### src/hw/hws_params.svh
// Purpose: Constants for the haptic waveform sequencer
// Assumes: 200 MHz clock
// Notes: Times in their own units, cycle counts derived
`ifndef HWS_PARAMS_SVH
`define HWS_PARAMS_SVH
`define HWS_CLK_MHZ 200
`define HWS_TICK_LONG_US 5000
`define HWS_TICK_SHORT_US 1000
`define HWS_WAIT_UNIT_US 10000
`define HWS_CYC(us) ((us) * `HWS_CLK_MHZ)
`define HWS_SLOTS 8
`define HWS_OFS_RESET 8'h00
`define HWS_RES_NUM_X100 47843
`define HWS_RES_BASE 719
`define HWS_WAIT_BIT 7
`define HWS_LIB_LEN 4
`endif

### src/hw/hws_pkg.sv
// Purpose: Types for the haptic waveform sequencer
// Assumes: Included with hws_params.svh
// Notes: Modes and process states
package hws_pkg;
  typedef enum logic [1:0] {
    HWS_MODE_RTP,
    HWS_MODE_SEQ,
    HWS_MODE_DIAG,
    HWS_MODE_CAL
  } hws_mode_e;
  typedef enum logic [2:0] {
    HWS_ST_IDLE,
    HWS_ST_FETCH,
    HWS_ST_PLAY,
    HWS_ST_WAIT,
    HWS_ST_RTP,
    HWS_ST_CAL,
    HWS_ST_DIAG
  } hws_state_e;
  typedef enum logic [1:0] {
    HWS_SEG_OD,
    HWS_SEG_SP,
    HWS_SEG_SN,
    HWS_SEG_BRK
  } hws_seg_e;
endpackage : hws_pkg

### src/hw/hws_tick_gen.sv
// Purpose: Library tick enable divider
// Assumes: Restart pulse aligns ticks
// Notes: Period picks 5 ms or 1 ms
`timescale 1ns/1ps
`include "hws_params.svh"
module hws_tick_gen import hws_pkg::*; #(
  parameter int LONG_CYC = `HWS_CYC(`HWS_TICK_LONG_US),
  parameter int SHORT_CYC = `HWS_CYC(`HWS_TICK_SHORT_US),
  parameter int WAIT_CYC = `HWS_CYC(`HWS_WAIT_UNIT_US)
) (
  input wire logic i_clk,
  input wire logic i_sys_rst,
  input wire logic i_restart,
  input wire logic i_short,
  output logic o_tick,
  output logic o_wait_tick
);
  logic [31:0] cnt_reg;
  logic [31:0] wcnt_reg;
  wire [31:0] limit = i_short ? SHORT_CYC[31:0] : LONG_CYC[31:0];
  assign o_tick = (cnt_reg == limit - 32'h1);
  assign o_wait_tick = (wcnt_reg == WAIT_CYC[31:0] - 32'h1);
  always_ff @(posedge i_clk) begin
    if (i_sys_rst || i_restart || o_tick) cnt_reg <= 32'h0;
    else cnt_reg <= cnt_reg + 32'h1;
  end
  always_ff @(posedge i_clk) begin
    if (i_sys_rst || i_restart || o_wait_tick) wcnt_reg <= 32'h0;
    else wcnt_reg <= wcnt_reg + 32'h1;
  end
endmodule : hws_tick_gen

### src/hw/hws_sequencer.sv
// Purpose: Playback front end of a haptic driver
// Assumes: Register fields arrive as plain ports
// Notes: Analog loop modelled by its inputs only
`timescale 1ns/1ps
`include "hws_params.svh"
////////////////////////////////////////////////////////////////////////////////
// Operation
// - Calibration length from setting, or from trigger pin length when selected
// - Loop-gain setting passed to the loop; higher settles faster, less stable
// - At calibration end, write best back-EMF gain into gain field
// - Effective back-EMF gain rises with sample time setting
// - Diagnostic open or short sets the fault flag
// - Resistance result is 8 bits; R = 478.43*code/(719+4*K)
// - Resonant start follows existing motion, else default direction
// - Open loop ignores closed-loop settings for library and real-time
// - Open loop peak from clamp, scaled by amplitude code
// - Open-loop resonant drive period from period field
// - Sine or square in open-loop resonant only
// - Auto-brake in open loop uses closed loop while braking
// - Mode selects sequencer, real-time playback, diagnostics or calibration
// - Two read-only libraries selected by library select bit
// - Four signed offsets, default zero, added to segment times
// - Offsets apply to library waveforms, never real-time playback
// - Most positive is overdrive, most negative brake; ramps stretched
// - Tick is 5 ms, or 1 ms with interval bit set
// - Play slots from first until zero identifier or eight slots
// - Top bit clear is identifier; set is wait of low bits times 10 ms
// - Repeat each waveform per loop setting before next slot
// - Replay sequence main-loop count extra times then standby
// - Processes begin only on go bit or trigger pin
// - Process ends on completion or stop trigger
module hws_sequencer import hws_pkg::*; #(
  parameter int CAL_UNIT_CYC = `HWS_CYC(`HWS_TICK_LONG_US),
  parameter int LONG_CYC = `HWS_CYC(`HWS_TICK_LONG_US),
  parameter int SHORT_CYC = `HWS_CYC(`HWS_TICK_SHORT_US),
  parameter int WAIT_CYC = `HWS_CYC(`HWS_WAIT_UNIT_US)
) (
  input wire logic i_clk,
  input wire logic i_sys_rst,
  input wire logic i_go_set,
  input wire logic i_go_clr,
  input wire logic i_trigger_irq_pin,
  input wire logic i_trigger_pin_function,
  input wire logic [1:0] i_mode,
  input wire logic i_library_select,
  input wire logic i_playback_interval,
  input wire logic i_slot_we,
  input wire logic [2:0] i_slot_idx,
  input wire logic [7:0] i_slot_wdata,
  input wire logic [1:0] i_per_waveform_repeat,
  input wire logic [1:0] i_sequence_repeat_count,
  input wire logic [7:0] i_overdrive_time_ofs,
  input wire logic [7:0] i_sustain_pos_time_ofs,
  input wire logic [7:0] i_sustain_neg_time_ofs,
  input wire logic [7:0] i_brake_time_ofs,
  input wire logic [7:0] i_realtime_amplitude_playback,
  input wire logic i_openloop,
  input wire logic i_lra_sel,
  input wire logic [7:0] i_peak_clamp_level,
  input wire logic [6:0] i_openloop_period,
  input wire logic i_drive_shape_sel,
  input wire logic i_openloop_autobrake_en,
  input wire logic [1:0] i_cal_time,
  input wire logic [1:0] i_loop_gain,
  input wire logic [1:0] i_sample_time,
  input wire logic [1:0] i_backemf_amp_gain_wr,
  input wire logic i_backemf_amp_gain_we,
  input wire logic [1:0] i_cal_best_gain,
  input wire logic i_motion_present,
  input wire logic i_motion_dir,
  input wire logic i_diag_open,
  input wire logic i_diag_short,
  input wire logic [7:0] i_diag_meas,
  output logic o_go,
  output logic [7:0] o_slot_rdata,
  output logic o_busy,
  output logic [7:0] o_drive_level,
  output logic o_drive_neg,
  output logic o_closed_loop,
  output logic o_square_shape,
  output logic [6:0] o_drive_period,
  output logic [1:0] o_loop_gain,
  output logic [1:0] o_backemf_amp_gain,
  output logic [3:0] o_eff_backemf_amp_gain,
  output logic o_diag_fault_flag,
  output logic [7:0] o_resistance_meas
);
  hws_state_e st_reg;
  logic [7:0] slot_reg [`HWS_SLOTS];
  logic go_reg;
  logic [2:0] slot_ptr_reg;
  logic [1:0] rep_reg;
  logic [1:0] main_reg;
  logic [1:0] seg_reg;
  logic [8:0] seg_left_reg;
  logic [6:0] wait_left_reg;
  logic [6:0] wid_reg;
  logic neg_dir_reg;
  logic [31:0] cal_cnt_reg;
  logic [1:0] bgain_reg;
  logic fault_reg;
  logic [7:0] res_reg;
  logic [7:0] level_reg;
  logic pin_d_reg;
  logic tick;
  logic wait_tick;

  // Signed offset added to unsigned tick count, floored at one tick
  function automatic logic [8:0] hws_adj(input logic [7:0] base, input logic [7:0] ofs);
    logic signed [10:0] sum;
    sum = $signed({3'b000, base}) + $signed({{3{ofs[7]}}, ofs});
    hws_adj = (sum < 11'sd1) ? 9'h001 : sum[8:0];
  endfunction : hws_adj

  // Library: per effect segment amplitude and tick length
  function automatic logic [7:0] hws_lib_amp(input logic lib, input logic [1:0] seg);
    case (seg)
      2'd0: hws_lib_amp = 8'h7F;
      2'd1: hws_lib_amp = lib ? 8'h50 : 8'h40;
      2'd2: hws_lib_amp = lib ? 8'hC0 : 8'hB0;
      default: hws_lib_amp = 8'h80;
    endcase
  endfunction : hws_lib_amp

  function automatic logic [7:0] hws_lib_time(input logic lib, input logic [6:0] id,
                                               input logic [1:0] seg);
    hws_lib_time = {4'h0, id[3:0]} + (lib ? 8'h02 : 8'h04) + {6'h00, seg};
  endfunction : hws_lib_time

  hws_tick_gen #(
    .LONG_CYC(LONG_CYC),
    .SHORT_CYC(SHORT_CYC),
    .WAIT_CYC(WAIT_CYC)
  ) u_tick (
    .i_clk(i_clk),
    .i_sys_rst(i_sys_rst),
    .i_restart(st_reg == HWS_ST_FETCH),
    .i_short(i_playback_interval),
    .o_tick(tick),
    .o_wait_tick(wait_tick)
  );

  ////////////////////////////////////////////////////////////////////////////////
  // Trigger decode
  wire pin_rise = i_trigger_pin_function && i_trigger_irq_pin && !pin_d_reg;
  wire pin_fall = i_trigger_pin_function && !i_trigger_irq_pin && pin_d_reg;
  wire start = (st_reg == HWS_ST_IDLE) && (i_go_set || pin_rise);
  wire stop_req = (st_reg != HWS_ST_IDLE) && i_go_clr;
  wire cal_pin_len = (i_cal_time == 2'b11);
  wire [31:0] cal_len = {30'h0, i_cal_time} * CAL_UNIT_CYC[31:0] + CAL_UNIT_CYC[31:0];
  wire cal_done = cal_pin_len ? pin_fall : (cal_cnt_reg >= cal_len - 32'h1);
  wire [7:0] cur_slot = slot_reg[slot_ptr_reg];
  wire slot_wait = cur_slot[`HWS_WAIT_BIT];
  wire seq_end = (slot_ptr_reg == 3'(`HWS_SLOTS - 1));
  wire [7:0] seg_ofs = (seg_reg == 2'd0) ? i_overdrive_time_ofs :
                       (seg_reg == 2'd1) ? i_sustain_pos_time_ofs :
                       (seg_reg == 2'd2) ? i_sustain_neg_time_ofs : i_brake_time_ofs;
  wire [8:0] seg_len = hws_adj(hws_lib_time(i_library_select, wid_reg, seg_reg),
                               seg_ofs);
  wire next_slot_zero = seq_end || (slot_reg[slot_ptr_reg + 3'h1] == 8'h00);

  always_ff @(posedge i_clk) begin
    if (i_sys_rst) pin_d_reg <= 1'b0;
    else pin_d_reg <= i_trigger_irq_pin;
  end

  always_ff @(posedge i_clk) begin
    if (i_sys_rst) begin
      for (int k = 0; k < `HWS_SLOTS; k++) slot_reg[k] <= 8'h00;
    end else if (i_slot_we) begin
      slot_reg[i_slot_idx] <= i_slot_wdata;
    end
  end
  assign o_slot_rdata = slot_reg[i_slot_idx];

  ////////////////////////////////////////////////////////////////////////////////
  // Process state machine
  wire seg_last_tick = (st_reg == HWS_ST_PLAY) && tick && (seg_left_reg == 9'h001);
  wire wave_done = seg_last_tick && (seg_reg == 2'd3);
  wire slot_done = (wave_done && (rep_reg == 2'd0)) ||
                   ((st_reg == HWS_ST_WAIT) && wait_tick && (wait_left_reg <= 7'h01));
  wire seq_done = slot_done && next_slot_zero && (main_reg == 2'd0);
  wire first_zero = (st_reg == HWS_ST_FETCH) && (cur_slot == 8'h00);
  wire end_proc = stop_req || seq_done || first_zero ||
                    ((st_reg == HWS_ST_CAL) && cal_done) ||
                    (st_reg == HWS_ST_DIAG);

  always_ff @(posedge i_clk) begin
    if (i_sys_rst) begin
      st_reg <= HWS_ST_IDLE;
      slot_ptr_reg <= 3'h0;
      rep_reg <= 2'h0;
      main_reg <= 2'h0;
      seg_reg <= 2'h0;
      seg_left_reg <= 9'h001;
      wait_left_reg <= 7'h00;
      wid_reg <= 7'h00;
      cal_cnt_reg <= 32'h0;
    end else if (end_proc) begin
      st_reg <= HWS_ST_IDLE;
    end else if (start) begin
      cal_cnt_reg <= 32'h0;
      slot_ptr_reg <= 3'h0;
      main_reg <= i_sequence_repeat_count;
      case (hws_mode_e'(i_mode))
        HWS_MODE_SEQ: st_reg <= HWS_ST_FETCH;
        HWS_MODE_RTP: st_reg <= HWS_ST_RTP;
        HWS_MODE_CAL: st_reg <= HWS_ST_CAL;
        default: st_reg <= HWS_ST_DIAG;
      endcase
    end else begin
      case (st_reg)
        HWS_ST_FETCH: begin
          wid_reg <= cur_slot[6:0];
          rep_reg <= i_per_waveform_repeat;
          seg_reg <= 2'd0;
          seg_left_reg <= 9'h000;
          wait_left_reg <= cur_slot[6:0];
          st_reg <= slot_wait ? HWS_ST_WAIT : HWS_ST_PLAY;
        end
        HWS_ST_PLAY: begin
          if (seg_left_reg == 9'h000) seg_left_reg <= seg_len;
          else if (tick) begin
            if (seg_left_reg != 9'h001) seg_left_reg <= seg_left_reg - 9'h001;
            else if (seg_reg != 2'd3) begin
              seg_reg <= seg_reg + 2'd1;
              seg_left_reg <= 9'h000;
            end else if (rep_reg != 2'd0) begin
              rep_reg <= rep_reg - 2'd1;
              seg_reg <= 2'd0;
              seg_left_reg <= 9'h000;
            end
          end
          if (slot_done) begin
            st_reg <= HWS_ST_FETCH;
            slot_ptr_reg <= next_slot_zero ? 3'h0 : slot_ptr_reg + 3'h1;
            if (next_slot_zero) main_reg <= main_reg - 2'd1;
          end
        end
        HWS_ST_WAIT: begin
          if (wait_tick) wait_left_reg <= wait_left_reg - 7'h01;
          if (slot_done) begin
            st_reg <= HWS_ST_FETCH;
            slot_ptr_reg <= next_slot_zero ? 3'h0 : slot_ptr_reg + 3'h1;
            if (next_slot_zero) main_reg <= main_reg - 2'd1;
          end
        end
        HWS_ST_CAL: cal_cnt_reg <= cal_cnt_reg + 32'h1;
        default: st_reg <= st_reg;
      endcase
    end
  end

  ////////////////////////////////////////////////////////////////////////////////
  // Go bit, calibration, diagnostics
  always_ff @(posedge i_clk) begin
    if (i_sys_rst) go_reg <= 1'b0;
    else if (start) go_reg <= 1'b1;
    else if (end_proc) go_reg <= 1'b0;
  end

  always_ff @(posedge i_clk) begin
    if (i_sys_rst) bgain_reg <= 2'h0;
    else if ((st_reg == HWS_ST_CAL) && cal_done) bgain_reg <= i_cal_best_gain;
    else if (i_backemf_amp_gain_we) bgain_reg <= i_backemf_amp_gain_wr;
  end

  always_ff @(posedge i_clk) begin
    if (i_sys_rst) begin
      fault_reg <= 1'b0;
      res_reg <= 8'h00;
    end else if (st_reg == HWS_ST_DIAG) begin
      fault_reg <= i_diag_open || i_diag_short;
      res_reg <= i_diag_meas;
    end
  end

  always_ff @(posedge i_clk) begin
    if (i_sys_rst) neg_dir_reg <= 1'b0;
    else if (start) neg_dir_reg <= i_lra_sel && i_motion_present && i_motion_dir;
  end

  ////////////////////////////////////////////////////////////////////////////////
  // Drive level
  wire playing = (st_reg == HWS_ST_PLAY) && (seg_left_reg != 9'h000);
  wire [7:0] amp_code = (st_reg == HWS_ST_RTP) ? i_realtime_amplitude_playback :
                        playing ? hws_lib_amp(i_library_select, seg_reg) : 8'h00;
  wire [7:0] amp_mag = amp_code[7] ? 8'(-amp_code) : amp_code;
  wire [15:0] ol_prod = {8'h00, i_peak_clamp_level} * {8'h00, amp_mag};
  wire braking = playing && (seg_reg == 2'd3);
  wire ol_active = i_openloop && !(braking && i_openloop_autobrake_en);
  always_ff @(posedge i_clk) begin
    if (i_sys_rst) level_reg <= 8'h00;
    else level_reg <= ol_active ? ol_prod[14:7] : amp_mag;
  end
  assign o_drive_level = level_reg;
  assign o_drive_neg = amp_code[7] ^ neg_dir_reg;
  assign o_closed_loop = !ol_active;
  assign o_square_shape = ol_active && i_lra_sel && i_drive_shape_sel;
  assign o_drive_period = i_openloop_period;
  assign o_loop_gain = ol_active ? 2'h0 : i_loop_gain;
  assign o_backemf_amp_gain = bgain_reg;
  assign o_eff_backemf_amp_gain = {bgain_reg, 2'b00} + {2'b00, i_sample_time};
  assign o_diag_fault_flag = fault_reg;
  assign o_resistance_meas = res_reg;
  assign o_go = go_reg;
  assign o_busy = (st_reg != HWS_ST_IDLE);
endmodule : hws_sequencer

### config.mk
export PLATFORM = sky130hd
export DESIGN_NAME = hws_sequencer
export DESIGN_NICKNAME = d
export VERILOG_FILES = /design/src/hw/hws_pkg.sv /design/src/hw/hws_tick_gen.sv /design/src/hw/hws_sequencer.sv
export VERILOG_INCLUDE_DIRS = /design/src /design/src/hw
export SDC_FILE = /design/constraint.sdc
export NUM_CORES = 1
export LEC_CHECK = 0
export BUFFER_PORTS_ARGS = -buffer_cell sky130_fd_sc_hd__buf_4
export CAP_MARGIN = 30
export CORE_ASPECT_RATIO = 1.5
export CORE_MARGIN = 2
export CORE_UTILIZATION = 46
export DETAILED_ROUTE_END_ITERATION = 12
export GPL_TIMING_DRIVEN = 0
export HOLD_SLACK_MARGIN = 0.1
export PLACE_DENSITY = 0.73
export SYNTH_ARGS = -nofsm -noshare
export SYNTH_HDL_FRONTEND = slang
export SYNTH_SLANG_ARGS = --single-unit
### constraint.sdc
create_clock -name i_clk -period 8.3 [get_ports i_clk]
set_input_delay 1.245 -clock i_clk [delete_from_list [all_inputs] [get_ports i_clk]]
set_output_delay 1.245 -clock i_clk [all_outputs]
set_load 0.05 [all_outputs]
=== Yosys cells after proc, flatten, opt, wreduce, memory -nomap -nowiden ===
Memories as Yosys holds them, arrays and structs flattened. A register that Yosys moved wholly into a read port is not among the register bits.
Cells that the tools add are included.

* Add/subtract/negate cells: 17
* Reductions and logical operators: 71
* Order comparisons: 3
* Bitwise operators: 3
* Multipliers: 2
* Div/mod/pow operators: 0
* Mux-type cells: 64
* Shift operators: 0
* Equality and inequality tests: 28

{| class="wikitable"
|+ Operators by type and width
! kind !! number
|-
| 32-bit by 1-bit adder with 32-bit output (second input constant) || 3
|-
| 32-bit 2-to-1 mux || 2
|-
| 8-bit 2-to-1 mux || 8
|-
| 9-bit 2-to-1 mux || 6
|-
| 2-bit 2-to-1 mux || 17
|-
| 32-bit by 21-bit == test with 1-bit output (second input constant) || 1
|-
| 32-bit == test || 1
|-
| 32-bit greater-or-equal comparator || 1
|-
| 32-bit by 1-bit subtractor with 32-bit output (second input constant) || 1
|-
| 3-bit 2-to-1 mux || 10
|-
| 1-bit logical AND || 24
|-
| 8-bit one-hot mux with 3 select lines || 1
|-
| 23-bit by 1-bit subtractor with 24-bit output (second input constant) || 1
|-
| 22-bit by 20-bit adder with 23-bit output (second input constant) || 1
|-
| 20-bit 2-to-1 mux || 1
|-
| 9-bit one-hot mux with 2 select lines || 1
|-
| 2-bit nonzero test || 9
|-
| 8-bit zero test || 2
|-
| 2-bit by 14-bit multiplier with 16-bit output (second input constant) || 1
|-
| 8-bit by 8-bit multiplier with 15-bit output || 1
|-
| 7-bit 2-to-1 mux || 2
|-
| 7-bit one-hot mux with 2 select lines || 1
|-
| 3-bit == test (second input constant) || 4
|-
| 2-bit inequality test (second input constant) || 6
|-
| other kinds (44) || 83
|}

* Memories kept: 1
* ROM bits: 0
* Output and inout port bits: 45
* Memory bits (writable): 64
* Bits of input ports: 108
* Latch bits: 0
* Register bits: 150

{| class="wikitable"
|+ Memory list
! memory !! depth !! width !! rd ports !! clocked after Yosys merged registers in !! wr ports !! RTL line !! RTL
|-
| slot_reg || 8 || 8 || 3 || 1 || 8 || hws_sequencer.sv:89 || <nowiki>logic [7:0] slot_reg [`HWS_SLOTS];</nowiki>
|}

=== Depth between registers and ports, before layout ===
Gate-level depths: netlist (run 1).

* Word-level depth: 18
* Depth in mapped cells: 28
* Depth with buffers taken out: 27

=== Modules after synthesis ===
Synthesis (run 1) repeated with hierarchy kept, for this count alone.

* Cells, all modules: 1654
* Area, all modules: 14984.4 um2

{| class="wikitable"
|+ Modules (own cells, without submodules)
! module !! instances !! area an instance (um2) !! seq. area each (um2) !! cells each
|-
| hws_sequencer || 1 || 11693.7 || 3703.6 || 1276
|-
| hws_tick_gen || 1 || 3290.7 || 1281.2 || 378
|}

=== Worst setup path after synthesis (run 1) ===
OpenSTA, ideal clock, no wires.

* Path type: input-to-reg
* From: in i_realtime_amplitude_playback[7]
* To: reg level_reg[7], in the netlist o_drive_level[7]
* Cell stages on the path: 22
* Arrival: 6547 ps
* Path buffers: 1
* Setup time: 120 ps
* Slack: 1634 ps
* Path through: nand2_1 -> and2_1 -> buf_2 -> or4_1 -> o21ai_1 -> a22oi_1 -> nand2b_1 -> fa_1 -> fa_1 -> inv_1 -> fa_1 -> inv_1 -> fa_1 -> inv_1 -> ha_1 -> o2111a_1 -> a221o_1 -> a21oi_1 -> a21oi_2 -> or4_4 -> a21oi_1 -> nor3b_2

* Longest elaborated chain between the ends: 5

{| class="wikitable"
|+ RTL lines
! element !! RTL line !! RTL
|-
| from (decl) || hws_sequencer.sv:56 || <nowiki>input wire logic [7:0] i_realtime_amplitude_playback,</nowiki>
|-
| 8-bit 2-to-1 mux * || hws_sequencer.sv:286 || <nowiki>wire [7:0] amp_code = (st_reg == HWS_ST_RTP) ? i_realtime_amplitude_playback :</nowiki>
|-
| 8-bit negation || hws_sequencer.sv:288 || <nowiki>wire [7:0] amp_mag = amp_code[7] ? 8'(-amp_code) : amp_code;</nowiki>
|-
| 8-bit 2-to-1 mux * || hws_sequencer.sv:288 ||
|-
| 8-bit by 8-bit multiplier with 15-bit output || hws_sequencer.sv:289 || <nowiki>wire [15:0] ol_prod = {8'h00, i_peak_clamp_level} * {8'h00, amp_mag};</nowiki>
|-
| 8-bit 2-to-1 mux * || hws_sequencer.sv:294 || <nowiki>else level_reg <= ol_active ? ol_prod[14:7] : amp_mag;</nowiki>
|-
| to (signal assigned) || hws_sequencer.sv:294 ||
|-
| to (decl) || hws_sequencer.sv:103 || <nowiki>logic [7:0] level_reg;</nowiki>
|}

Every way passes the cells marked *; elsewhere a longest branch is shown, timed or not.
A chain may end at the register's enable or synchronous reset.

=== Worst setup path after layout (run 1) ===
* From: reg seg_left_reg[1]
* To: reg level_reg[7], in the netlist o_drive_level[7]

* Longest elaborated chain between the ends: 8
* Elaborated cells on any way between the ends: 12
* Classes of those cells: add/sub (1); mul (1); mux (4); reduce/logical (6)

{| class="wikitable"
|+ RTL lines
! element !! RTL line !! RTL
|-
| from (decl) || hws_sequencer.sv:95 || <nowiki>logic [8:0] seg_left_reg;</nowiki>
|-
| from (signal assigned) || hws_sequencer.sv:222 || <nowiki>if (seg_left_reg == 9'h000) seg_left_reg <= seg_len;</nowiki>
|-
| from (signal assigned) || hws_sequencer.sv:224 || <nowiki>if (seg_left_reg != 9'h001) seg_left_reg <= seg_left_reg - 9'h001;</nowiki>
|-
| 9-bit nonzero test * || hws_sequencer.sv:285 || <nowiki>wire playing = (st_reg == HWS_ST_PLAY) && (seg_left_reg != 9'h000);</nowiki>
|-
| 1-bit logical AND * || hws_sequencer.sv:285 ||
|-
| 8-bit 2-to-1 mux || hws_sequencer.sv:287 || <nowiki>playing ? hws_lib_amp(i_library_select, seg_reg) : 8'h00;</nowiki>
|-
| 8-bit 2-to-1 mux || hws_sequencer.sv:286 ||
|-
| 8-bit negation || hws_sequencer.sv:288 ||
|-
| 8-bit 2-to-1 mux || hws_sequencer.sv:288 ||
|-
| 8-bit by 8-bit multiplier with 15-bit output || hws_sequencer.sv:289 ||
|-
| 8-bit 2-to-1 mux * || hws_sequencer.sv:294 ||
|}

Marks and branches as above.

==> impl_metrics.yaml, run 1 <==
outcome:
  outcome: "completed"
cells_and_area:
  largest_reg_flops: 64
  design_area_sq_um: 17400
  drive_gt1_frac: 0.152
  syn_to_final_growth_pct: 16.4
  layout.cells.non_filler: 2260
  finalNetCount: 2057
logic_synthesis:
  synth_flop_cell: "dfxtp_1"
  ys_top_cells_by_area: "dfxtp_1, edfxtp_1, ha_1"
  syn_area_sq_um: 14900
  netlist.area_leader.share: 0.206
  synth_top_area_cell: "dfxtp_1"
  synth_edf_count: 64
  yosysSeqAreaShare: 0.335
  yosysUniqueCellTypes: 94
  async_reset_ff_frac: 0
  synthCells: 1666
  yosys-top-cells-count: "dfxtp_1, nand2_1, nor2_1"
  ys_warn_count: 0
  synth_nets: 1891
  ys_ff_latch: 217
  syn_area_per_cell_sq_um: 8.94
floorplan:
  die_w_microns: 151
  rows: 80
  coreArea_sq_um: 31800
  dieArea_sq_um: 33900
  die-height_microns: 224
  initial_core_util: 0.468
  io_pins: 153
power:
  intPower_w: 0.00267
  sw_frac_of_total: 0.396
  p_comb_frac: 0.450
  pwr-share-clk: 0.267
  vdd.ir_drop.worst_mv: 0.154
  power_w: 0.00442
  power_switching_w: 0.00175
  p_leak_nw: 6.90
  power.density_nw_per_um2: 255
  sequentialPowerShare: 0.284
setup_path:
  endpoint_kind: "register"
  cp_max_fo: 9
  regToRegSetupSlack_ps: 880
  critPathRequiredTime_ps: 8730
  start_kind: "register"
  cp.arrival_ps: 7850
  crit_type: "reg2reg"
global_route:
  antenna_found_initial: 4
  grt_pass1_vias: 13300
  grt_pass1_wl_microns: 66800
  grt_max_degree: 15
  overflow: 0
  grt_usage: 0.247
clocking:
  cts_buffers: 23
  tritoncts: "yes"
  clk_pin_slew_worst_paths_ps: 70
  insertion_delay_ps: 530
  htree_levels: 1
  root_buffer: "clkbuf_16"
  cts_buffer_depth: 3
  post-cts-setup-buffer-count: 0
  cts-resized-gates: 0
  hold_buffers: 0
  cts_sinks: 217
routing:
  vias_per_cell: 5.80
  dr.pass1.iters: 7
  route.detailed.drc: 0
  wl_per_cell_microns: 18.6
  routed_wl_microns: 42000
  vias: 13100
  drt_iter0_markers: 873
  postRouteAntennaNets: 0
placed_design:
  routabilityCongestion: 0.986
  dp_hpwl_microns: 32600
  placed_cells: 2217
  place_area_sq_um: 16500
  portBuffers: 141
timing:
  fmax_mhz: 135
  tightest_slew_ps: 848
  slew_headroom: 0.435
  drv_slew: 0
  whs_ps: 457
  setup_viol: 0
  post-route-min-period_ps: 7420
  final-hold-violation-count: 0
  period_share: 0.894
  fin_setup_tns_ps: 0
  skew_ps: 19.9
  rsz0062_at_grt: "false"
flow_run:
  maxCapViolCount: 0
hold_path:
  hold_path.class: "reg2reg"
-- layout make-up --
| class | count | area (sq um) |
|---|---|---|
| buffer | 84 | 414 |
| timing repair buffer | 141 | 1060 |
| clock buffer | 30 | 684 |
| inverter | 91 | 342 |
| fill | 2895 | 14500 |
| multi-input combinational | 1274 | 9160 |
| tap | 410 | 513 |
| clock inverter | 11 | 189 |
| sequential | 217 | 4980 |
| antenna | 2 | 5.00 |
-- routing by layer --
layer  track usage  vias to the layer above  part of all wire
li1              -                     6269                 -
met1         0.279                     6200              0.37
met2         0.447                      496              0.51
met3        0.0347                      138             0.065
met4         0.123                        2             0.051
met5             0                        -           0.00033
-- cell families after synthesis --
logic type	count (synthesis)	share of synthesized area
multiplexers	79	0.0732
flip-flops	217	0.335
AND/OR/NAND/NOR	744	0.264
other	1	0.000252
XOR/XNOR	68	0.0400
AO/OA/AOI/OAI	265	0.120
buffers and inverters	175	0.0507
adder cells (fa/ha/maj)	117	0.117
-- path summary, 6_finish.rpt --
| check | end | depth (start not counted) | startpoint |
|---|---|---|---|
| worst max-delay path | o_drive_level[7] | 25 | seg_left_reg[1] |
| worst max register to register | o_drive_level[7] | 25 | seg_left_reg[1] |
| worst min-delay path | o_resistance_meas[3] | 2 | o_resistance_meas[3] |
| worst min register to register | o_resistance_meas[3] | 2 | o_resistance_meas[3] |
-- through the flow --
step / setup slack (ps) / utilization
after detailed placement: 864 / 0.517
final: 876 / 0.545
after global placement: 911 / 0.517
after global routing: 563 / 0.545
after CTS: 863 / 0.545
after floorplan: 1630 / -
-- power groups by stage --
stage                     registers (W)  clock network, W  logic [W]
final                           0.00126           0.00118    0.00199
after global routing            0.00126           0.00124    0.00222
after CTS                       0.00125           0.00120    0.00199
after detailed placement        0.00128                 0    0.00198
after global placement          0.00127                 0    0.00194
after floorplan                 0.00130                 0    0.00140
-- cells in the final DEF, fill, tap and decap left out, types with 31 or more instances in the layout --
cell / synthesis / routed
buf_4: 13 / 154
nand2_1: 153 / 153
dfxtp_1: 153 / 153
nor2_1: 140 / 140
and2_1: 105 / 105
inv_1: 90 / 90
a21oi_1: 90 / 90
ha_1: 80 / 80
edfxtp_1: 64 / 64
nand3_1: 52 / 52
clkbuf_1: 50 / 51
mux2i_1: 46 / 46
nor3_1: 46 / 46
nor4_1: 40 / 40
o21ai_0: 39 / 39
xor2_1: 37 / 37
fa_1: 37 / 37
or3_1: 34 / 34
nor2b_1: 33 / 33
xnor2_1: 31 / 31
nand4_1: 31 / 31
-- worst max-delay path, cell delays in order (launching register included) --
cell and delay [ps]:
dfxtp_1 320, inv_1 160, ha_1 170, or4b_1 420
buf_2 190, o211a_4 290, nor2_4 260, ha_1 260
a31oi_1 110, xnor2_1 630, nand2_1 180, fa_1 520
fa_1 490, inv_1 60, fa_1 570, inv_1 70
fa_1 540, inv_1 40, ha_1 340, o2111a_1 200
a221o_1 370, a21oi_1 250, a21oi_2 110, or4_4 520
a21oi_1 190, nor3b_2 60
(Power assumes the default switching activity.)
==> inputs of run 2 (changes only) <==
--- a/config.mk
+++ b/config.mk
@@ -10,11 +10,11 @@
 export CAP_MARGIN = 30
 export CORE_ASPECT_RATIO = 1.5
 export CORE_MARGIN = 2
-export CORE_UTILIZATION = 46
+export CORE_UTILIZATION = 50
 export DETAILED_ROUTE_END_ITERATION = 12
 export GPL_TIMING_DRIVEN = 0
 export HOLD_SLACK_MARGIN = 0.1
-export PLACE_DENSITY = 0.73
+export PLACE_DENSITY = 0.77
 export SYNTH_ARGS = -nofsm -noshare
 export SYNTH_HDL_FRONTEND = slang
 export SYNTH_SLANG_ARGS = --single-unit
==> impl_metrics.yaml, run 2 (same netlist as run 1, synthesis figures left out) <==
setup_path:
  endpoint_kind: "register"
  start_kind: "register"
  cp_max_fo: 9
  crit_type: "reg2reg"
  cp.arrival_ps: 7950
  reg2reg_depth: 26
  critPathRequiredTime_ps: 8720
power:
  vdd.ir_drop.worst_mv: 0.171
  p_leak_nw: 6.85
  power.density_nw_per_um2: 251
routing:
  wl_per_cell_microns: 18.5
  drt_iter0_markers: 938
  route.detailed.drc: 0
  postRouteAntennaNets: 0
  vias_per_cell: 5.90
  vias: 13300
  dr.pass1.iters: 6
  routed_wl_microns: 41500
floorplan:
  die-height_microns: 215
  rows: 77
  initial_core_util: 0.507
  io_pins: 153
  die_w_microns: 145
  coreArea_sq_um: 29400
  dieArea_sq_um: 31200
global_route:
  grt_max_degree: 15
  grt_pass1_vias: 13200
  grt_usage: 0.260
  overflow: 0
  antenna_found_initial: 2
  grt_pass1_wl_microns: 66800
hold_path:
  min_delay_path_depth: 1
  hold_path.class: "reg2reg"
cells_and_area:
  design_area_sq_um: 17200
  syn_to_final_growth_pct: 15.6
  largest_reg_flops: 64
  final_common_cell: "buf_4"
  drive_gt1_frac: 0.148
  finalNetCount: 2057
  fill_cells: 2572
  layout.cells.non_filler: 2245
  most-common-layout-cells: "buf_4, nand2_1, dfxtp_1"
timing:
  fin_setup_tns_ps: 0
  fmax_mhz: 133
  setup_viol: 0
  post-route-min-period_ps: 7520
  rsz0062_at_grt: "false"
  period_share: 0.907
  drv_slew: 0
  slew_headroom: 0.445
  tightest_slew_ps: 827
  final-hold-violation-count: 0
  skew_ps: 12.3
clocking:
  cts_buffer_depth: 3
  cts-resized-gates: 0
  cts_sinks: 217
  htree_levels: 1
  cts_buffers: 23
  hold_buffers: 0
  insertion_delay_ps: 530
  tritoncts: "yes"
  post-cts-setup-buffer-count: 0
  clk_pin_slew_worst_paths_ps: 70
  root_buffer: "clkbuf_16"
outcome:
  outcome: "completed"
placed_design:
  routabilityCongestion: 1.00
  placed_cells: 2202
  dp_hpwl_microns: 31900
  place_area_sq_um: 16500
  portBuffers: 141
flow_run:
  maxCapViolCount: 0
## run 2: cell types whose count changed in the layout (fill, tap and decap cells not counted)
cell        delta
diode_2        -1
bufinv_16      -1
clkbuf_8       -3
clkbuf_1       +6
clkinvlp_4     -3
clkinv_1       +3
inv_6          +2
clkbuf_16      -2
inv_4          -1
## run 2: worst paths after layout
path / start / end / slack, ps
setup / recovery: seg_left_reg[0] / o_drive_level[7] / 780
setup reg to reg: seg_left_reg[0] / o_drive_level[7] / 780
hold reg to reg: rep_reg[0] / rep_reg[0] / 450
hold / removal: rep_reg[0] / rep_reg[0] / 450
## run 2: layout make-up
class                      count  area, sq um  share of cell area
multi-input combinational   1274         9160               0.532
antenna                        1         2.50            0.000145
clock inverter                11          159             0.00922
buffer                        84          414              0.0240
sequential                   217         4980               0.289
timing repair buffer         141         1060              0.0614
clock buffer                  31          616              0.0357
tap                          395          494              0.0287
inverter                      91          342              0.0198
## run 2: power by group
part | switching [W] | leakage (nW) | total (W) | internal [W]
sequential | 0.0000805 | 1.85 | 0.00126 | 0.00118
clock | 0.000427 | 0.377 | 0.00107 | 0.000646
combinational | 0.00124 | 4.63 | 0.00200 | 0.000766
## run 2: worst max-delay path, stage by stage, from the launching register on
cell	delay, ps
dfxtp_1	340
inv_1	170
ha_1	170
or4b_1	420
buf_2	180
o211a_4	290
nor2_4	250
ha_1	260
a31oi_1	110
xnor2_1	650
nand2_1	200
fa_1	590
inv_1	50
ha_1	280
inv_1	50
fa_1	540
inv_1	60
fa_1	490
ha_1	320
o21a_1	130
o2111a_1	290
a221o_1	390
a21oi_1	270
a21oi_2	120
or4_4	520
a21oi_1	210
nor3b_2	70
## run 2: metal layers
metal / GRT usage / up-vias / share of wire
li1: - / 6288 / -
met1: 0.291 / 6305 / 0.37
met2: 0.486 / 525 / 0.52
met3: 0.0389 / 134 / 0.061
met4: 0.116 / 0 / 0.045
met5: 0 / - / 0
## run 2: stage by stage
step           worst slack, ps  power [W]  hold slack, ps   util
2_1_floorplan             1630    0.00270             420      -
3_3_place_gp               915    0.00320             430  0.560
3_5_place_dp               865    0.00325             443  0.560
4_1_cts                    816    0.00434             451  0.586
5_1_grt                    398    0.00462             473  0.586
6_report                   775    0.00433             453  0.586
